[config.mk]
export PLATFORM = sky130hd
export DESIGN_NAME = wdg_device_flat
export DESIGN_NICKNAME = d
export VERILOG_FILES = /design/src/inc/wdg_pkg.sv /design/src/inc/wdg_if.sv /design/src/core/wdg_device.sv /design/src/flat_wrapper.sv
export SDC_FILE = /design/constraint.sdc
export NUM_CORES = 1
export LEC_CHECK = 0
export CORE_MARGIN = 4
export CORE_UTILIZATION = 30
export DETAILED_ROUTE_END_ITERATION = 6
export DONT_BUFFER_PORTS = 1
export MAX_ROUTING_LAYER = met4
export PLACE_DENSITY = 0.47
export REMOVE_ABC_BUFFERS = 1
export SLEW_MARGIN = 20
export SYNTH_ARGS = -nofsm -noshare
export SYNTH_HDL_FRONTEND = slang
export SYNTH_SLANG_ARGS = --single-unit
export TNS_END_PERCENT = 30
[constraint.sdc]
create_clock -name mclk -period 5.3 [get_ports mclk]
set_input_delay 0 -clock mclk [delete_from_list [all_inputs] [get_ports mclk]]
set_output_delay 0 -clock mclk [all_outputs]
set_load 0.05 [all_outputs]
[src/inc/wdg_pkg.sv]
package wdg_pkg;
    // register indices on the wishbone side (word addresses)
    localparam logic [3:0] WDG_ADR_CTRL = 4'h0;
    localparam logic [3:0] WDG_ADR_CAUSE = 4'h4;
    localparam logic [3:0] WDG_ADR_CMD = 4'h8;
    // control/status field positions
    localparam int WDG_BIT_IRQ_FLAG = 7;
    localparam int WDG_BIT_IRQ_EN = 6;
    localparam int WDG_BIT_PER3 = 5;
    localparam int WDG_BIT_UNLOCK = 4;
    localparam int WDG_BIT_RST_EN = 3;
    // reset cause field positions
    localparam int WDG_BIT_DOG = 3;
    localparam int WDG_BIT_BROWN = 2;
    localparam int WDG_BIT_PIN = 1;
    localparam int WDG_BIT_POR = 0;
    // command register bits
    localparam int WDG_BIT_RESTART = 0;
    localparam int WDG_BIT_VECTOR = 1;
    // timing
    localparam int WDG_UNLOCK_CYCLES = 4;
    localparam logic [2:0] WDG_UNLOCK_CNT = 3'(WDG_UNLOCK_CYCLES);
    localparam int WDG_CLK_HZ = 100_000_000;
    localparam int WDG_OSC_HZ = 128_000;
    localparam int WDG_OSC_DIV = WDG_CLK_HZ / WDG_OSC_HZ;
    localparam logic [9:0] WDG_OSC_DIV_CNT = 10'(WDG_OSC_DIV - 1);
    localparam int WDG_BASE_TICKS = 2048;
    localparam logic [3:0] WDG_PER_MAX = 4'h9;
    localparam logic [7:0] WDG_CTRL_RST = 8'h00;
    localparam logic [7:0] WDG_CAUSE_RST = 8'h01;
    // watchdog behaviour
    typedef enum logic [1:0] {
        WDG_STOPPED = 2'b00,
        WDG_IRQ = 2'b01,
        WDG_IRQ_RST = 2'b11,
        WDG_RST = 2'b10
    } wdg_mode_e;
endpackage

[src/inc/wdg_if.sv]
`timescale 1ns/1ns
interface wdg_if;
    // wishbone classic
    logic [3:0] adr;
    logic [7:0] dat_w;
    logic [7:0] dat_r;
    logic we;
    logic cyc;
    logic stb;
    logic ack;
    modport device (
        input adr, dat_w, we, cyc, stb,
        output dat_r, ack
    );
    modport host (
        output adr, dat_w, we, cyc, stb,
        input dat_r, ack
    );
endinterface

[src/core/wdg_device.sv]
// Decided for this implementation: the Wishbone slave port and the register offsets.
`timescale 1ns/1ns
// Overview of operation
// expiry reset pulse exactly one clock
// dog cause bit set, cleared by zero
// brownout cause bit set, cleared by zero
// pin cause bit set, cleared by zero
// poweron bit cleared only by software zero
// counter advances on 128 kHz oscillator ticks
// restart returns counter to zero
// interrupt mode raises request, wakes sleep
// reset mode expiry fires reset pulse
// combined: interrupt first, then reset mode
// fuse forces reset enable on, irq off
// clear enable/period only inside unlock window
// unlock needs change and enable together
// final write within four cycles, unlock zero
// periods from about 16ms to 8s
// stays enabled after watchdog reset
// init software clears dog flag, then enable
// dog flag forces reset enable high
// unlock bit self-clears after four cycles
// period 2048 ticks doubling, codes above nine reserved
// irq flag cleared by vector or write one
// oscillator events synchronised into clock domain
module wdg_device
    import wdg_pkg::*;
(
    // clock and reset
    input wire logic mclk,
    input wire logic resetn,
    // register bus
    wdg_if.device bus,
    // reset sources, reset controller, fuse
    input wire logic poweron_rst,
    input wire logic brownout_rst,
    input wire logic pin_rst,
    input wire logic guard_always_on_fuse,
    output logic dog_reset_pulse,
    output logic guard_irq
);
    import wdg_pkg::*;

    logic [7:0] cause_ff;
    logic irq_flag_ff, irq_en_ff, rst_en_ff;
    logic [3:0] per_ff;
    logic [2:0] unlock_ff;
    logic [9:0] osc_div_ff;
    logic osc_tick_ff, osc_tog_ff, tog_s1_ff, tog_s2_ff, tog_s3_ff;
    logic [20:0] cnt_ff;
    logic expire_tog_ff, exp_s1_ff, exp_s2_ff, exp_s3_ff;
    logic pulse_ff, ack_ff;
    logic [7:0] rdat_ff;

    // bus decode
    wire access = bus.cyc && bus.stb && !ack_ff;
    wire wr = access && bus.we;
    wire wr_ctrl = wr && (bus.adr == WDG_ADR_CTRL);
    wire wr_cause = wr && (bus.adr == WDG_ADR_CAUSE);
    wire wr_cmd = wr && (bus.adr == WDG_ADR_CMD);
    wire restart = wr_cmd && bus.dat_w[WDG_BIT_RESTART];
    wire vector = wr_cmd && bus.dat_w[WDG_BIT_VECTOR];
    wire unlocked = unlock_ff != 3'h0;
    wire [3:0] wr_per = {bus.dat_w[WDG_BIT_PER3], bus.dat_w[2:0]};
    wire open_req = wr_ctrl && bus.dat_w[WDG_BIT_UNLOCK] && bus.dat_w[WDG_BIT_RST_EN];
    // fuse override of mode bits
    wire rst_en_eff = rst_en_ff || guard_always_on_fuse || cause_ff[WDG_BIT_DOG];
    wire irq_en_eff = irq_en_ff && !guard_always_on_fuse;
    wire [1:0] mode = {rst_en_eff, irq_en_eff};
    // R20: terminal count by period code
    wire [20:0] limit = 21'(WDG_BASE_TICKS) << per_ff;
    wire expire_evt = exp_s2_ff ^ exp_s3_ff;
    wire tick_evt = tog_s2_ff ^ tog_s3_ff;
    wire [7:0] ctrl_rd_v = {irq_flag_ff, irq_en_eff, per_ff[3], unlocked, rst_en_eff, per_ff[2:0]};

    // free running 128 kHz oscillator model with its own toggle
    always_ff @(posedge mclk) begin
        if (!resetn) begin
            osc_div_ff <= 10'h000;
            osc_tog_ff <= 1'b0;
        end else if (osc_div_ff == WDG_OSC_DIV_CNT) begin
            osc_div_ff <= 10'h000;
            osc_tog_ff <= !osc_tog_ff;
        end else begin
            osc_div_ff <= osc_div_ff + 10'h001;
        end
    end

    // tick and expiry crossing, two flops then edge detect
    always_ff @(posedge mclk) begin
        if (!resetn) begin
            {tog_s1_ff, tog_s2_ff, tog_s3_ff} <= 3'h0;
            {exp_s1_ff, exp_s2_ff, exp_s3_ff} <= 3'h0;
        end else begin
            {tog_s3_ff, tog_s2_ff, tog_s1_ff} <= {tog_s2_ff, tog_s1_ff, osc_tog_ff};
            {exp_s3_ff, exp_s2_ff, exp_s1_ff} <= {exp_s2_ff, exp_s1_ff, expire_tog_ff};
        end
    end

    // counter, restarted by command or expiry
    always_ff @(posedge mclk) begin
        if (!resetn) begin
            cnt_ff <= 21'h000000;
            expire_tog_ff <= 1'b0;
            osc_tick_ff <= 1'b0;
        end else begin
            osc_tick_ff <= tick_evt;
            if (restart || mode == WDG_STOPPED) begin
                cnt_ff <= 21'h000000;
            end else if (osc_tick_ff) begin
                if (cnt_ff + 21'h000001 >= limit) begin
                    cnt_ff <= 21'h000000;
                    expire_tog_ff <= !expire_tog_ff;
                end else begin
                    cnt_ff <= cnt_ff + 21'h000001;
                end
            end
        end
    end

    // one-cycle reset pulse on reset-mode expiry
    wire fire_rst = expire_evt && (mode == WDG_RST || (mode == WDG_IRQ_RST && irq_flag_ff));
    wire fire_irq = expire_evt && (mode == WDG_IRQ || (mode == WDG_IRQ_RST && !irq_flag_ff));
    always_ff @(posedge mclk) begin
        if (!resetn) begin
            pulse_ff <= 1'b0;
        end else begin
            // reset behaviour
            pulse_ff <= fire_rst;
        end
    end

    // cause flags, set wins over clear
    always_ff @(posedge mclk) begin
        if (!resetn) begin
            cause_ff <= WDG_CAUSE_RST;
        end else if (poweron_rst) begin
            // power-on clears others, sets its own
            cause_ff <= WDG_CAUSE_RST;
        end else begin
            // R04: write zero clears, events set
            if (wr_cause) begin
                cause_ff[3:0] <= cause_ff[3:0] & bus.dat_w[3:0];
            end
            if (pulse_ff) begin
                cause_ff[WDG_BIT_DOG] <= 1'b1;
            end
            if (brownout_rst) begin
                cause_ff[WDG_BIT_BROWN] <= 1'b1;
            end
            if (pin_rst) begin
                cause_ff[WDG_BIT_PIN] <= 1'b1;
            end
        end
    end

    // control register with timed unlock
    always_ff @(posedge mclk) begin
        if (!resetn) begin
            {irq_flag_ff, irq_en_ff} <= 2'b00;
            rst_en_ff <= WDG_CTRL_RST[WDG_BIT_RST_EN];
            per_ff <= 4'h0;
            unlock_ff <= 3'h0;
        end else begin
            // unlock window self-closes
            if (open_req) begin
                unlock_ff <= WDG_UNLOCK_CNT;
            end else if (unlocked) begin
                unlock_ff <= unlock_ff - 3'h1;
            end
            if (wr_ctrl) begin
                irq_en_ff <= bus.dat_w[WDG_BIT_IRQ_EN];
                // R14: clear or period change only when unlocked
                if (bus.dat_w[WDG_BIT_RST_EN]) begin
                    rst_en_ff <= 1'b1;
                end else if (unlocked && !bus.dat_w[WDG_BIT_UNLOCK]) begin
                    rst_en_ff <= 1'b0;
                end
                if (unlocked && !bus.dat_w[WDG_BIT_UNLOCK] && wr_per <= WDG_PER_MAX) begin
                    per_ff <= wr_per;
                end
            end
            // R18: watchdog reset keeps the guard enabled
            if (pulse_ff) begin
                rst_en_ff <= 1'b1;
            end
            // vector clears flag; combined mode also drops enable
            if (vector && irq_flag_ff && mode == WDG_IRQ_RST) begin
                irq_en_ff <= 1'b0;
            end
            // R10: interrupt on expiry, set beats clear
            if (fire_irq) begin
                irq_flag_ff <= 1'b1;
            end else if (vector || (wr_ctrl && bus.dat_w[WDG_BIT_IRQ_FLAG])) begin
                irq_flag_ff <= 1'b0;
            end
        end
    end

    // bus answer, one cycle after strobe
    always_ff @(posedge mclk) begin
        if (!resetn) begin
            ack_ff <= 1'b0;
            rdat_ff <= 8'h00;
        end else begin
            ack_ff <= access;
            rdat_ff <= (bus.adr == WDG_ADR_CTRL) ? ctrl_rd_v :
                       (bus.adr == WDG_ADR_CAUSE) ? cause_ff : 8'h00;
        end
    end

    assign bus.ack = ack_ff;
    assign bus.dat_r = rdat_ff;
    assign dog_reset_pulse = pulse_ff;
    assign guard_irq = irq_flag_ff && irq_en_eff;
endmodule

[src/flat_wrapper.sv]
// flat-port wrapper written by rule: the top's interface ports become plain ports
module wdg_device_flat import wdg_pkg::*;
  (mclk, resetn, poweron_rst, brownout_rst, pin_rst, guard_always_on_fuse, dog_reset_pulse, guard_irq, bus_adr, bus_dat_w, bus_we, bus_cyc, bus_stb, bus_dat_r, bus_ack);
  wdg_if bus_i ();
  input wire logic mclk;
  input wire logic resetn;
  input wire logic poweron_rst;
  input wire logic brownout_rst;
  input wire logic pin_rst;
  input wire logic guard_always_on_fuse;
  output logic dog_reset_pulse;
  output logic guard_irq;
  input wire logic [$bits(bus_i.adr)-1:0] bus_adr;
  input wire logic [$bits(bus_i.dat_w)-1:0] bus_dat_w;
  input wire logic [$bits(bus_i.we)-1:0] bus_we;
  input wire logic [$bits(bus_i.cyc)-1:0] bus_cyc;
  input wire logic [$bits(bus_i.stb)-1:0] bus_stb;
  output wire logic [$bits(bus_i.dat_r)-1:0] bus_dat_r;
  output wire logic [$bits(bus_i.ack)-1:0] bus_ack;
  assign bus_i.adr = bus_adr;
  assign bus_i.dat_w = bus_dat_w;
  assign bus_i.we = bus_we;
  assign bus_i.cyc = bus_cyc;
  assign bus_i.stb = bus_stb;
  assign bus_dat_r = bus_i.dat_r;
  assign bus_ack = bus_i.ack;
  wdg_device u_core (.mclk(mclk), .resetn(resetn), .bus(bus_i), .poweron_rst(poweron_rst), .brownout_rst(brownout_rst), .pin_rst(pin_rst), .guard_always_on_fuse(guard_always_on_fuse), .dog_reset_pulse(dog_reset_pulse), .guard_irq(guard_irq));
endmodule
* Word-level counts from Yosys, hierarchy flattened
Index checks and enable logic that the tools add are counted.
Storage, ports and cells: flip-flop bits (word level) 64, latch bits 0, bits in writable memories 0, memory bits (read-only) 0, memories kept 0
Operators by class: add/sub/neg operators 3, $mul 0, div/mod/pow operators 0, magnitude comparators 2, equal/unequal tests 6, shift operators 1, multiplexer cells 15, bitwise gates (word level) 5, reductions and logical operators 51
Operator list (number):
- 21-bit by 1-bit adder with 21-bit output, second input constant | 1
- 21-bit greater-or-equal comparator | 1
- 1-bit logical AND | 21
- 21-bit two-way mux | 1
- 12-bit by 4-bit left shift with 21-bit output, first input constant | 1
- 2-bit nonzero test | 6
- 10-bit by 1-bit adder with 10-bit output, second input constant | 1
- 10-bit == test, second input constant | 1
- 2-bit OR reduction | 5
- 1-bit two-way mux | 9
- 4-bit two-way mux | 2
- 8-bit two-way mux | 1
- 1-bit logical NOT | 6
- 1-bit logical OR | 6
- 3-bit two-way mux | 2
- 3-bit nonzero test | 2
- 4-bit AND | 1
- 2-bit == test, second input constant | 2
- 4-bit by 3-bit == test with 1-bit output, second input constant | 1
- 4-bit == test, second input constant | 1
- 4-bit <= comparator, second input constant | 1
- 4-bit logical NOT | 1
- 2-bit AND reduction | 2
- 3-bit AND reduction | 1
- 5 further kinds | 7

* Depth between registers and ports, before layout
depth in word-level cells 8, gate-level depth with buffers 12

* Worst setup path after synthesis
Ideal clock, no wire load.
path type register -> register, start register u_core.cnt_ff[1], end register u_core.cnt_ff[8], arrival time 3.096 ns, required time 5.224 ns, setup slack 2.127 ns, cell stages (with the launch flop) 13, clock period less this slack 3.173 ns, cells stage by stage dfxtp_1 -> ha_1 -> nand3_1 -> or4_4 -> or2_4 -> xnor2_1 -> ha_1 -> a21oi_1 -> o21ai_0 -> nor3_2 -> clkbuf_1 -> o211ai_1 -> a31oi_1
On the way: word-level cells in the longest chain between the ends 3
RTL lines:
- from (decl) | line wdg_device.sv:50 | logic [20:0] cnt_ff;
- from (signal assigned) | line wdg_device.sv:115 | cnt_ff <= cnt_ff + 21'h000001;
- 21-bit by 1-bit adder with 21-bit output * | line wdg_device.sv:111, wdg_device.sv:115
- 21-bit greater-or-equal comparator | line wdg_device.sv:111 | if (cnt_ff + 21'h000001 >= limit) begin
- 21-bit two-way mux * | line wdg_device.sv:111
Mark *: on every way between the ends. The rest lies on a longest branch, timed or not. A chain may end at the register's enable or synchronous reset.

* Final worst setup path
start register u_core.cnt_ff[1], end register u_core.expire_tog_ff
On the way: word-level cells in the longest chain between the ends 3
RTL lines:
- 21-bit by 1-bit adder with 21-bit output | line wdg_device.sv:111
- 21-bit greater-or-equal comparator | line wdg_device.sv:111
- 3-bit AND reduction (no line)
- to (signal assigned) | line wdg_device.sv:113 | expire_tog_ff <= !expire_tog_ff;
- to (decl) | line wdg_device.sv:51 | logic expire_tog_ff, exp_s1_ff, exp_s2_ff, exp_s3_ff;
No other way between the ends.

==> impl_metrics.yaml <==
synth:
  synth_area_um2: 3290
  syn-mean-instance-area_um2: 8.40
  yosysWarnings: 0
  synth_edf_count: 0
  ys_seq_area_share_pct: 38.9
  synth_seq_cells: 64
  synthFlopType: "dfxtp_1"
  syn_inst: 392
  ys_types: 50
  synthArstFlopShare_pct: 0
timing:
  setup_viol: 0
  skew_ns: 0.00952
  fmax_mhz: 270
  relSlewSlack_pct: 37.9
  worstMarginPinSlew_ns: 0.929
  final.setup.tns_ns: 0
  hold_viol_final: 0
  rsz0062_at_grt: "no"
  timing.final.crit_period_ns: 3.71
  drv_slew: 0
  fin_crit_sh_pct: 69.9
cells_and_area:
  layout-drive-gt1-share_pct: 6.80
  synthToLayoutAreaGrowth_pct: 16.1
  diodes: 0
  fin_nets: 445
  final_area_um2: 3820
grt:
  antenna_found_initial: 0
  grt_pass1_vias: 2648
  globalRouteTotalUtil_pct: 12.3
  grt_overflow: 0
  grt_pass1_wl_um: 12300
  grt_start_max_net_pins: 41
status:
  status: "completed"
critical_path:
  reg2reg_from: "u_core.cnt_ff[1]$_SDFFE_PP0P_"
  rrSetupSlack_ns: 1.59
  cp-end-kind: "register"
  required_ns: 5.58
  path_common_cell: "ha_1"
  r2r_cells: 12
  cp_data_arrival_time_ns: 3.99
  regToRegEndpoint: "u_core.expire_tog_ff$_SDFFE_PN0P_"
  crit_type: "reg2reg"
  cp_slowest_cell: "or4b_2"
  cp-start-kind: "register"
  path_max_fanout: 37
  path_cells: "ha_1 > nand3_1 > or4_4 > or2_4 > xnor2_1 > ha_1 > nand4_1 > a211oi_1 > nor3_4 > buf_4 > or4b_2 > nand2_1"
  critPathMaxStageDelay_ns: 0.67
floorplanning:
  io_pins: 32
  dieArea_um2: 12700
  die_w_um: 113
  num_rows: 37
  die_height_um: 113
  floorplan.initialDensity_pct: 31.3
  core-area_um2: 10500
hold_path:
  hold_depth: 4
  hold_end: "u_core.irq_en_ff$_SDFFE_PP0P_"
  holdCritStartpoint: "bus_adr[2]"
  hold_path_class: "in2reg"
clock_network:
  cts_tree: "yes"
  cts_resized: 0
  cts.sinks: 64
  clkLatencyLatePin_ns: 0.34
  root_buffer: "clkbuf_8"
  cts_buffers: 9
  clk_pin_slew_ns: 0.07
  h-tree-depth: 3
  clk_path_buf_depth: 2
power_and_ir_drop:
  p_switching_w: 0.000243
  intPower_w: 0.000773
  power.clock.fraction_pct: 41.7
  p_leak_nw: 1.39
  power_frac_comb_pct: 8.6
  ir_drop_mv: 0.157
  swShare_pct: 24.0
  pwr_density_cell_nw_per_um2: 266
  seqPwrFrac_pct: 49.7
placement:
  dpl.hpwl_um: 4810
  gp_congestion: 0.752
  postPlaceCellArea_um2: 3420
  io_buffers: 0
detailed_routing:
  drt-vias-per-instance: 5.04
  vias: 2763
  first_iter_violations: 114
  drtAntennaViolNets: 0
  drc: 0
  wl_um: 7310
  dr.pass1.iters: 5
  wl_per_cell_um: 13.3
run:
  max_cap_violations: 0
worst max-delay path: cells and delay by family, from the launching register on:
kind,cells,cell delay (ns)
and+or+nand+nor,7,1.99
buffers and inverters,1,0.26
adders and majority gates,2,0.53
DFF,1,0.39
AOI/OAI and AO/OA,1,0.34
xor gates and xnor gates,1,0.14
cell families after synthesis:
logic type               count (synthesis)  synth area share (%)
AND/OR/NAND/NOR                        199                  33.2
multiplexers                             9                  2.74
adder cells (fa/ha/maj)                 15                  5.70
XOR/XNOR                                20                  5.32
flip-flops                              64                  38.9
buffers and inverters                   29                  3.34
AO/OA/AOI/OAI                           56                  10.8
flip-flops by register name (all words and copies together), names as in the netlist, 3 cells and up:
register           cells
u_core.osc_div_ff     10
u_core.cause_ff        4
u_core.cnt_ff         21
u_core.per_ff          4
u_core.unlock_ff       3
u_core.bus.dat_r       8
power by group through the flow:
stage          combinational (W)  sequential (W)  clock (W)
2_1_floorplan          0.0000582        0.000514          0
3_3_place_gp           0.0000697        0.000516          0
3_5_place_dp           0.0000719        0.000516          0
4_1_cts                0.0000879        0.000504   0.000444
5_1_grt                 0.000101        0.000507   0.000470
6_report               0.0000873        0.000505   0.000424
cells in the final DEF (no fill, tap or decap), drive strengths merged, types with 3 or more instances in the layout:
cell type,netlist,routed
a21boi,6,6
or3,4,4
a21oi,10,10
nor2b,11,11
nor2,37,37
nor3,11,11
dfxtp,64,64
and2,9,9
inv,12,12
nand4b,3,3
mux2i,9,9
nand3,35,35
or2,3,3
nand4,11,11
xor2,9,9
nand2,32,32
dlygate4sd3,0,21
nand3b,3,3
xnor2,11,11
nor4,3,3
ha,15,15
and3,5,5
o21ai,14,14
o2bb2ai,4,4
clkbuf,17,11
nand2b,19,19
a31oi,13,13
worst max-delay path by stage:
stage / startpoint / end / slack [ns] / depth (start not counted)
2_1_floorplan: u_core.cnt_ff[1]$_SDFFE_PP0P_ / u_core.cnt_ff[19]$_SDFFE_PP0P_ / 1.53 / 11
4_1_cts: u_core.cnt_ff[1]$_SDFFE_PP0P_ / u_core.expire_tog_ff$_SDFFE_PN0P_ / 1.56 / 12
5_1_grt: u_core.cnt_ff[1]$_SDFFE_PP0P_ / u_core.expire_tog_ff$_SDFFE_PN0P_ / 1.31 / 12
3_3_place_gp: u_core.cnt_ff[0]$_SDFFE_PP0P_ / u_core.expire_tog_ff$_SDFFE_PN0P_ / 1.69 / 12
3_5_place_dp: u_core.cnt_ff[1]$_SDFFE_PP0P_ / u_core.expire_tog_ff$_SDFFE_PN0P_ / 1.59 / 12
6_report: u_core.cnt_ff[1]$_SDFFE_PP0P_ / u_core.expire_tog_ff$_SDFFE_PN0P_ / 1.59 / 12
synthesized netlist by cell type (4+ instances only):
library cell  number  area, µm²
a21boi_0           4       30.0
and3_1             5       31.3
inv_1             12       45.0
and2_1             9       56.3
o2bb2ai_1          4       35.0
nand4_1           10       62.6
nand2_1           32        120
clkbuf_1          16       60.1
a31oi_1           13       81.3
o21ai_0           14       70.1
ha_1              15        188
nor3_1            10       50.1
nor2_1            36        135
xnor2_1           11       96.3
dfxtp_1           64       1280
nor2b_1           11       68.8
nand3_1           35        175
a21oi_1           10       50.1
mux2i_1            9       90.1
nand2b_1          19        119
xor2_1             9       78.8
layout make-up:
type	instances	area [µm²]
clock inverters	3	42.5
well taps	136	170
inverters	12	45.0
clock buffers	11	151
repair buffers	23	225
fillers	1064	6690
multi-input cells	299	1910
flip-flops and latches	64	1280
layer usage:
| layer | track usage (%) | vias to the layer above | wire (µm) |
|---|---|---|---|
| met4 | 5.85 | 0 | 229 |
| met1 | 14.3 | 1288 | 3410 |
| met3 | 3.69 | 17 | 293 |
| met5 | - | - | 0 |
| li1 | - | 1408 | - |
| met2 | 19.3 | 50 | 3370 |
timing repair:
item                      CTS  global route
hold endpoints to repair   43             0
hold buffers               21             0
setup buffers               0             0
stage by stage:
stage               power (W)  utilization (%)  worst slack [ns]  hold WS (ns)  cells
floorplan            0.000572                -              1.53        0.0761    375
global placement     0.000585             32.5              1.69        0.0796    513
detailed placement   0.000587             32.5              1.59        0.0821    513
CTS                   0.00104             36.4              1.56      0.000979    548
global route          0.00108             36.4              1.31       0.00881    548
finish                0.00102             36.4              1.59        0.0292    548
Power figures use the tool's default switching activity.
